$ cat src/inc/sdcpm_defs.vh
// constants for the sdram command and power mode block
// What this block and its controller must do
// interleave burst column equals start address xor beat count, bursts 2, 4, 8
// precharge flag high on read or write selects auto-precharge after burst
// read auto-precharge starts a cas-latency-dependent count before burst end
// controller issues no read, write, precharge to bank in auto-precharge burst
// controller never requests auto-precharge with full page burst length
// write auto-precharge begins two clocks after last write beat
// controller keeps activate to internal precharge at least active_to_precharge_time
// cs, ras, we low and cas high decode as precharge
// precharge flag high closes all banks, else only selected bank
// controller waits precharge_time before reactivating, reactivates before access
// cs, ras, cas, gate low, we high enters self refresh, banks idle
// self refresh ignores all but gate, exits when gate returns high
// controller bursts 4,096 auto refreshes around self refresh
// gate low enters power down; controller exits within refresh_period
// controller presents nop after power down exit and holds gate high
// cs low with strobes and we high is nop, burst continues
// cs high behaves as nop regardless of strobes
// gate low with bank active freezes one clock later, resumes one later
// commands sampled on rising edge, decoded only if prior gate level high
// decode activate, read, write, mode set, burst stop, auto refresh patterns
// controller issues burst stop only during full page bursts
// gate lowered during burst enters clock suspend, not power down
// controller waits row_to_column_delay after activate before access
// controller tracks bank states and timing before each command
`ifndef SDCPM_DEFS_VH
`define SDCPM_DEFS_VH
`define SDCPM_CMD_ACT     4'h3
`define SDCPM_CMD_RD      4'h5
`define SDCPM_CMD_WR      4'h4
`define SDCPM_CMD_MRS     4'h0
`define SDCPM_CMD_BST     4'h6
`define SDCPM_CMD_REF     4'h1
`define SDCPM_CMD_PRE     4'h2
`define SDCPM_CMD_NOP     4'h7
`define SDCPM_BL1         3'h0
`define SDCPM_BL2         3'h1
`define SDCPM_BL4         3'h2
`define SDCPM_BL8         3'h3
`define SDCPM_BLFP        3'h7
`define SDCPM_WR_AP_DLY   3'h2
`define SDCPM_FIFO_W      15
`define SDCPM_FIFO_D      8
`define SDCPM_FIFO_AW     3
`define SDCPM_COL_W       9
`define SDCPM_MD_NORMAL   2'h0
`define SDCPM_MD_SUSPEND  2'h1
`define SDCPM_MD_PDOWN    2'h2
`define SDCPM_MD_SELFREF  2'h3
`endif

$ cat src/core/sdcpm_top.v
// sdram command decode, auto-precharge and power mode core
`timescale 1ns/1ps
`default_nettype none
`include "sdcpm_defs.vh"
module sdcpm_top (
   input  wire        clk,
   input  wire        rst_n,
   input  wire        cs_n,
   input  wire        ras_n,
   input  wire        cas_n,
   input  wire        we_n,
   input  wire        cke,
   input  wire        bank_select_low,
   input  wire        bank_select_high,
   input  wire [11:0] addr,
   input  wire [2:0]  burst_len_cfg,
   input  wire        interleave_cfg,
   input  wire [1:0]  cas_latency_cfg,
   input  wire        col_ready,
   output reg         col_valid,
   output reg  [1:0]  col_bank,
   output reg  [8:0]  col_addr,
   output reg         col_is_write,
   output reg  [3:0]  bank_open,
   output reg  [3:0]  bank_precharging,
   output reg  [1:0]  power_mode,
   output reg         burst_busy,
   output reg         mode_set_pulse,
   output reg         refresh_pulse
);
   // ***************************************************
   // input synchronisers
   // ***************************************************
   reg  [16:0] s1_r;
   reg  [16:0] s2_r;
   always @(posedge clk or negedge rst_n) begin
      if (!rst_n) begin
         s1_r <= 17'h1ffff;
         s2_r <= 17'h1ffff;
      end else begin
         s1_r <= {cke, cs_n, ras_n, cas_n, we_n, bank_select_high,
                  bank_select_low, addr[9:0]};
         s2_r <= s1_r;
      end
   end
   wire        gate_now  = s2_r[16];
   wire [3:0]  pins      = s2_r[15:12];
   wire [1:0]  bank_in   = s2_r[11:10];
   wire [9:0]  addr_in   = s2_r[9:0];
   reg  [1:0]  a10_s1_r;
   reg  [1:0]  a10_s2_r;
   always @(posedge clk or negedge rst_n) begin
      if (!rst_n) begin
         a10_s1_r <= 2'h0;
         a10_s2_r <= 2'h0;
      end else begin
         a10_s1_r <= {addr[11], addr[10]};
         a10_s2_r <= a10_s1_r;
      end
   end
   wire precharge_flag_address_bit = a10_s2_r[0];

   // ***************************************************
   // command qualification and decode
   // ***************************************************
   reg  prior_cycle_gate_level_r;
   always @(posedge clk or negedge rst_n) begin
      if (!rst_n) begin
         prior_cycle_gate_level_r <= 1'b1;
      end else begin
         prior_cycle_gate_level_r <= gate_now;
      end
   end
   // deselect folds to nop
   wire [3:0] cmd = pins[3] ? `SDCPM_CMD_NOP : {1'b0, pins[2:0]};
   wire       live = prior_cycle_gate_level_r &&
                     power_mode == `SDCPM_MD_NORMAL;
   wire is_act = live && cmd == `SDCPM_CMD_ACT;
   wire is_rd  = live && cmd == `SDCPM_CMD_RD;
   wire is_wr  = live && cmd == `SDCPM_CMD_WR;
   wire is_mrs = live && cmd == `SDCPM_CMD_MRS;
   wire is_bst = live && cmd == `SDCPM_CMD_BST;
   wire is_pre = live && cmd == `SDCPM_CMD_PRE;
   wire is_ref = live && cmd == `SDCPM_CMD_REF && gate_now;
   wire is_sr  = live && cmd == `SDCPM_CMD_REF && !gate_now;

   // ***************************************************
   // burst engine
   // ***************************************************
   reg  [8:0] start_r;
   reg  [8:0] beat_r;
   reg  [8:0] blen_r;
   reg  [1:0] bbank_r;
   reg        bwrite_r;
   reg        bap_r;
   reg        bfull_r;
   reg        frozen_r;
   reg  [2:0] wr_ap_cnt_r;
   reg  [1:0] wr_ap_bank_r;
   reg        wr_ap_pend_r;
   reg  [3:0] open_nxt;
   reg  [3:0] pchg_nxt;
   wire       fifo_in_ready;
   wire       fifo_out_valid;
   wire [14:0] fifo_out_data;
   reg  [8:0] blen_dec;
   reg  [8:0] col_now;
   reg  [8:0] ap_lead;

   always @* begin
      case (burst_len_cfg)
         `SDCPM_BL1: blen_dec = 9'h001;
         `SDCPM_BL2: blen_dec = 9'h002;
         `SDCPM_BL4: blen_dec = 9'h004;
         `SDCPM_BL8: blen_dec = 9'h008;
         default:    blen_dec = 9'h000;
      endcase
   end

   // low start bits take the beat count by xor or by add with no carry
   always @* begin
      col_now = start_r;
      if (interleave_cfg && !bfull_r) begin
         col_now = start_r ^ (beat_r & (blen_r - 9'h001));
      end else if (bfull_r) begin
         col_now = start_r + beat_r;
      end else begin
         col_now = (start_r & ~(blen_r - 9'h001)) |
                   ((start_r + beat_r) & (blen_r - 9'h001));
      end
   end

   // read precharge lead is latency minus one (zero for latency 0), independent of length
   always @* begin
      ap_lead = {7'h00, cas_latency_cfg} - 9'h001;
      if (cas_latency_cfg == 2'h0) begin
         ap_lead = 9'h000;
      end
   end

   wire stall   = frozen_r || !fifo_in_ready;
   wire beat_go = burst_busy && !stall;
   wire last    = beat_go && !bfull_r && beat_r == blen_r - 9'h001;
   // a lead as long as or longer than the burst starts precharge at the first beat
   wire rd_ap_now = beat_go && bap_r && !bwrite_r && !bfull_r &&
                    (beat_r + ap_lead == blen_r - 9'h001 ||
                     (beat_r == 9'h000 && ap_lead >= blen_r));

   always @(posedge clk or negedge rst_n) begin
      if (!rst_n) begin
         start_r      <= 9'h000;
         beat_r       <= 9'h000;
         blen_r       <= 9'h001;
         bbank_r      <= 2'h0;
         bwrite_r     <= 1'b0;
         bap_r        <= 1'b0;
         bfull_r      <= 1'b0;
         burst_busy   <= 1'b0;
         wr_ap_cnt_r  <= 3'h0;
         wr_ap_bank_r <= 2'h0;
         wr_ap_pend_r <= 1'b0;
      end else begin
         // nop leaves a running burst alone
         if ((is_rd || is_wr) && bank_open[bank_in]) begin
            start_r  <= addr_in[8:0];
            beat_r   <= 9'h000;
            blen_r   <= (burst_len_cfg == `SDCPM_BLFP) ? 9'h000 : blen_dec;
            bfull_r  <= (burst_len_cfg == `SDCPM_BLFP);
            bbank_r  <= bank_in;
            bwrite_r <= is_wr;
            bap_r    <= precharge_flag_address_bit;
            burst_busy <= 1'b1;
         end else if (is_bst) begin
            burst_busy <= 1'b0;
         end else if (last) begin
            burst_busy <= 1'b0;
         end else if (beat_go) begin
            beat_r <= beat_r + 9'h001;
         end
         if (last && bap_r && bwrite_r) begin
            wr_ap_pend_r <= 1'b1;
            wr_ap_cnt_r  <= `SDCPM_WR_AP_DLY;
            wr_ap_bank_r <= bbank_r;
         end else if (wr_ap_pend_r && !frozen_r) begin
            wr_ap_cnt_r <= wr_ap_cnt_r - 3'h1;
            if (wr_ap_cnt_r == 3'h1) begin
               wr_ap_pend_r <= 1'b0;
            end
         end
      end
   end
   wire wr_ap_now = wr_ap_pend_r && !frozen_r && wr_ap_cnt_r == 3'h1;

   // ***************************************************
   // bank state
   // ***************************************************
   always @* begin
      open_nxt = bank_open;
      pchg_nxt = 4'h0;
      if (is_act) begin
         open_nxt[bank_in] = 1'b1;
      end
      if (is_pre) begin
         if (precharge_flag_address_bit) begin
            pchg_nxt = bank_open;
         end else begin
            pchg_nxt[bank_in] = bank_open[bank_in];
         end
      end
      if (rd_ap_now) begin
         pchg_nxt[bbank_r] = 1'b1;
      end
      if (wr_ap_now) begin
         pchg_nxt[wr_ap_bank_r] = 1'b1;
      end
      open_nxt = open_nxt & ~pchg_nxt;
   end

   always @(posedge clk or negedge rst_n) begin
      if (!rst_n) begin
         bank_open        <= 4'h0;
         bank_precharging <= 4'h0;
         mode_set_pulse   <= 1'b0;
         refresh_pulse    <= 1'b0;
      end else begin
         bank_open        <= open_nxt;
         bank_precharging <= pchg_nxt;
         mode_set_pulse   <= is_mrs && bank_open == 4'h0;
         refresh_pulse    <= is_ref && bank_open == 4'h0;
      end
   end

   // ***************************************************
   // power modes
   // ***************************************************
   always @(posedge clk or negedge rst_n) begin
      if (!rst_n) begin
         power_mode <= `SDCPM_MD_NORMAL;
         frozen_r   <= 1'b0;
      end else begin
         case (power_mode)
            `SDCPM_MD_NORMAL: begin
               if (is_sr && bank_open == 4'h0) begin
                  power_mode <= `SDCPM_MD_SELFREF;
               end else if (!gate_now && prior_cycle_gate_level_r) begin
                  if (burst_busy || bank_open != 4'h0) begin
                     power_mode <= `SDCPM_MD_SUSPEND;
                  end else begin
                     power_mode <= `SDCPM_MD_PDOWN;
                  end
               end
            end
            `SDCPM_MD_SUSPEND: begin
               frozen_r <= 1'b1;
               if (gate_now) begin
                  power_mode <= `SDCPM_MD_NORMAL;
               end
            end
            `SDCPM_MD_PDOWN: begin
               if (gate_now) begin
                  power_mode <= `SDCPM_MD_NORMAL;
               end
            end
            `SDCPM_MD_SELFREF: begin
               if (gate_now) begin
                  power_mode <= `SDCPM_MD_NORMAL;
               end
            end
            default: begin
               power_mode <= `SDCPM_MD_NORMAL;
            end
         endcase
         if (power_mode != `SDCPM_MD_SUSPEND) begin
            frozen_r <= 1'b0;
         end
      end
   end

   // ***************************************************
   // column address stream
   // ***************************************************
   sdcpm_fifo #(
      .W  (`SDCPM_FIFO_W),
      .D  (`SDCPM_FIFO_D),
      .AW (`SDCPM_FIFO_AW)
   ) u_fifo (
      .clk       (clk),
      .rst_n     (rst_n),
      .in_valid  (beat_go),
      .in_ready  (fifo_in_ready),
      .in_data   ({bbank_r, bwrite_r, bap_r, bfull_r, 1'b0, col_now}),
      .out_valid (fifo_out_valid),
      .out_ready (!col_valid || col_ready),
      .out_data  (fifo_out_data)
   );

   always @(posedge clk or negedge rst_n) begin
      if (!rst_n) begin
         col_valid    <= 1'b0;
         col_bank     <= 2'h0;
         col_addr     <= 9'h000;
         col_is_write <= 1'b0;
      end else if (!col_valid || col_ready) begin
         col_valid    <= fifo_out_valid;
         col_bank     <= fifo_out_data[14:13];
         col_is_write <= fifo_out_data[12];
         col_addr     <= fifo_out_data[8:0];
      end
   end
endmodule
`default_nettype wire

$ cat src/core/sdcpm_fifo.v
// parameterised valid/ready fifo for burst column addresses
`timescale 1ns/1ps
`default_nettype none
module sdcpm_fifo #(
   parameter W  = 15,
   parameter D  = 8,
   parameter AW = 3
) (
   input  wire          clk,
   input  wire          rst_n,
   input  wire          in_valid,
   output wire          in_ready,
   input  wire [W-1:0]  in_data,
   output wire          out_valid,
   input  wire          out_ready,
   output wire [W-1:0]  out_data
);
   reg  [W-1:0]  mem [0:D-1];
   reg  [AW-1:0] wp_r;
   reg  [AW-1:0] rp_r;
   reg  [AW:0]   cnt_r;
   wire          push;
   wire          pop;

   assign in_ready  = (cnt_r != D);
   assign out_valid = (cnt_r != 0);
   assign out_data  = mem[rp_r];
   assign push      = in_valid & in_ready;
   assign pop       = out_valid & out_ready;

   always @(posedge clk) begin
      if (push) begin
         mem[wp_r] <= in_data;
      end
   end

   always @(posedge clk or negedge rst_n) begin
      if (!rst_n) begin
         wp_r  <= {AW{1'b0}};
         rp_r  <= {AW{1'b0}};
         cnt_r <= {(AW+1){1'b0}};
      end else begin
         if (push) begin
            wp_r <= wp_r + 1'b1;
         end
         if (pop) begin
            rp_r <= rp_r + 1'b1;
         end
         if (push & !pop) begin
            cnt_r <= cnt_r + 1'b1;
         end else if (pop & !push) begin
            cnt_r <= cnt_r - 1'b1;
         end
      end
   end
endmodule
`default_nettype wire

$ cat config.mk
export PLATFORM = sky130hd
export DESIGN_NAME = sdcpm_top
export DESIGN_NICKNAME = d
export VERILOG_FILES = /design/src/core/sdcpm_top.v /design/src/core/sdcpm_fifo.v
export VERILOG_INCLUDE_DIRS = /design/src /design/src/inc
export SDC_FILE = /design/constraint.sdc
export NUM_CORES = 1
export LEC_CHECK = 0
export ABC_AREA = 1
export BUFFER_PORTS_ARGS = -buffer_cell sky130_fd_sc_hd__buf_2
export CAP_MARGIN = 15
export CELL_PAD_IN_SITES_DETAIL_PLACEMENT = 2
export CELL_PAD_IN_SITES_GLOBAL_PLACEMENT = 2
export CORE_ASPECT_RATIO = 1.1
export CORE_MARGIN = 2
export CORE_UTILIZATION = 40
export CTS_CLUSTER_SIZE = 40
export DETAILED_ROUTE_END_ITERATION = 8
export GPL_TIMING_DRIVEN = 0
export PLACE_DENSITY_LB_ADDON = 0.1
export REMOVE_ABC_BUFFERS = 1
export SYNTH_ARGS = -nofsm -noshare
export SYNTH_HDL_FRONTEND = slang
export SYNTH_SLANG_ARGS = --single-unit
$ cat constraint.sdc
create_clock -name clk -period 2.6 [get_ports clk]
set_clock_uncertainty 0.05 [all_clocks]
set_input_delay 0 -clock clk [delete_from_list [all_inputs] [get_ports clk]]
set_output_delay 0 -clock clk [all_outputs]
set_load 0.005 [all_outputs]
==> run metrics <==
synth cell count leaders=nand2_1, nor2_1, edfxtp_1, inv_1, o21ai_0; number of flops mapped to enable cells by yosys=96; area delta synth->final=21.2%; Cells after Synth=889; Slew HR=41.3%; crit-path max cell delay=0.62 ns; Peak VDD IR=419 uV; initial antenna violation count=0; Worst Path Arrival=2.83 ns; NumNets Final=1048; actual slew at the worst max-slew pin=0.877 ns; nature of the critical path startpoint=flip-flop; yosys synthesis warning count=0; floorplan core area=22300 um2; drt drc=0; Root Buffer=clkbuf_16; hold crit path type=in2async; async set-reset flop share out of synthesis=52.2%; Num Clock Sinks=201; I/O pins=54; delay-heaviest family, CP=simple AND/OR/NAND/NOR gates; CTS max path bufs=3; largest net degree at the start of global routing=63; GPL Wtd Cong=0.824; Mean Syn Cell Area=10.3 um2; # rows=57; clock-pin slew on the worst setup and hold paths=0.06 ns; register bit total from synthesis=201; global route total overflow=0; crit path time final=2.47 ns; final period utilization=95.1%; highest clock rate=0.405 GHz; n_diodes=0; vias per inst=5.40; Crit-path slowest cell=dfstp_2; Die Y=162 um; Critical R2R Launch=blen_r[0]; drt initial violations=257; DP HPWL=18700 um; detailed-route via count=6989; crit-path max FO=8; Final ANT Viol Nets=0; drt wl/cell=21.7 um; Die W=148 um; setup_tns=0 ns; CP startpoint=blen_r[0]; overall routing resource usage=23.7%; crit end category=flip-flop; top_reg_cell synth=edfxtp_1; # Max-Cap Violations=0; R2R depth=11; most numerous cell in the Yosys netlist=nand2_1; sequential area share after synthesis=60.9%; FF-to-FF End=wr_ap_cnt_r[2]; Final Hold Vio Count=0; post-synth top area cell=edfxtp_1; CTS Buf Count=22; drt first pass iters=4; setup violators final=0; clk_lat worst skew=0.53 ns; status=finished clean; Yosys top cell area share=31.6%; CTS H-tree depth=1; CP Cell Sequence=nor3_4, ha_1, inv_2, ha_4, nor4_2, nand4_1, buf_6, nor2_1, nand2_2, nand2_1, inv_1; Buf/Inv on CP=3; critical path type=reg2reg; vias in the first global route=7994; Pins Over Slew Limit=0; CTS tree=yes; die area=24000 um2; Yosys cell types=42; Mapped Area=9110 um2; reg-to-reg slack, setup=0.13 ns; Critical Path RT=2.96 ns; WL final=28200 um; Pwr Total=10.9 mW; pwr/cell area=989 nW/um2; first-pass GRT wire length=44000 um; Synth area leaders=edfxtp_1, dfrtp_1, dfstp_2; share of layout cells above drive strength 1=21.0%; Leak=4.71 nW; fin util=49.6%; count of port buffers added during placement=51; initial core utilization=41.0%
==> logic make-up (layout without fill, tap and decap cells) <==
family,count (synthesis),count (layout),synth area share [%]
buffers and inverters,120,231,5.17
AND/OR/NAND/NOR,355,355,16.7
AO/OA/AOI/OAI,158,158,10.2
adder cells (fa/ha/maj),35,35,5.05
XOR/XNOR,20,20,1.92
flip-flops,201,201,60.9
==> layout make-up <==
cell class	count	area, um2
Inverter	95	383
Fill cell	2315	11200
Timing Repair inverter	1	7.51
Tap cell	295	369
Sequential cell	201	5570
Clock inverter	11	121
Multi-Input combinational cell	568	3270
Timing Repair Buffer	96	699
Clock buffer	28	624
==> state kept, by name, summed over array words and instances (netlist names), 4 cells and up <==
name	cells
bank_open	4
bank_precharging	4
beat_r	9
blen_r	4
col_addr	9
s1_r	16
s2_r	16
start_r	9
u_fifo.cnt_r	4
u_fifo.mem	96
==> cell usage in the layout (no fill, tap or decap), drive strengths merged, types with 2 or more instances in the layout <==
cell         instances
fa                   3
nor4                 4
bufinv               2
o21ai               91
nand3               53
buf                 73
ha                  32
dlygate4sd3         23
or2                  2
clkinv               7
dfstp               34
nor3                12
a22oi                2
clkbuf              28
o22ai                3
o211ai               4
o221ai              25
inv                 93
xor2                14
clkinvlp             5
o21bai               2
nand4                9
o31ai                2
a21oi               21
edfxtp              96
a31oi                3
nor2               105
nand2              169
xnor2                6
dfrtp               71
==> how the worst max path moves through the flow <==
| stage | depth (start not counted) | to | slack (ns) |
|---|---|---|---|
| floorplan | 5 | col_addr[0] | 0.25 |
| global placement | 5 | col_is_write | -1.00 |
| detailed placement | 11 | u_fifo.cnt_r[3] | -0.67 |
| CTS | 13 | u_fifo.cnt_r[3] | -0.008 |
| global route | 11 | wr_ap_bank_r[0] | -0.03 |
| finish | 11 | wr_ap_cnt_r[2] | 0.13 |
==> metrics by stage <==
step           hold WS, ns  instance area [um2]  setup slack (ns)  instances
2_1_floorplan       -0.346                 9000             0.251        864
3_3_place_gp        0.0543                 9620             -1.00       1210
3_5_place_dp       -0.0161                 9740            -0.668       1219
4_1_cts            0.00899                10900          -0.00771       1285
5_1_grt             0.0536                11000           -0.0319       1295
6_report            0.0160                11000             0.128       1295
==> metal layers <==
layer  GRT usage (%)  share of wire, %  wire length, um  vias to the layer above
met5               0                 0                0                        -
met4            6.58               2.5              710                        0
met3            2.67               2.9              807                       60
met2            46.6                56            15700                      123
met1            26.9                39            10900                     3580
li1                -                 -                -                     3226
==> power by group <==
group	internal, mW	total, mW	switching, mW
Clock	1.90	3.22	1.32
Sequential	4.01	4.66	0.655
Combinational	1.07	3.04	1.97
Total	6.98	10.9	3.94
==> repair_timing <==
| action | CTS | global route |
|---|---|---|
| resized for setup | 37 | 35 |
| hold buffers | 23 | 0 |
| hold endpoints to repair | 120 | 0 |
| cloned | 1 | 0 |
| buffers inserted | 3 | 10 |
| pin swaps | 5 | 6 |
| setup endpoints to repair | 57 | 87 |
Note: power is estimated with default switching activity, not from simulation.
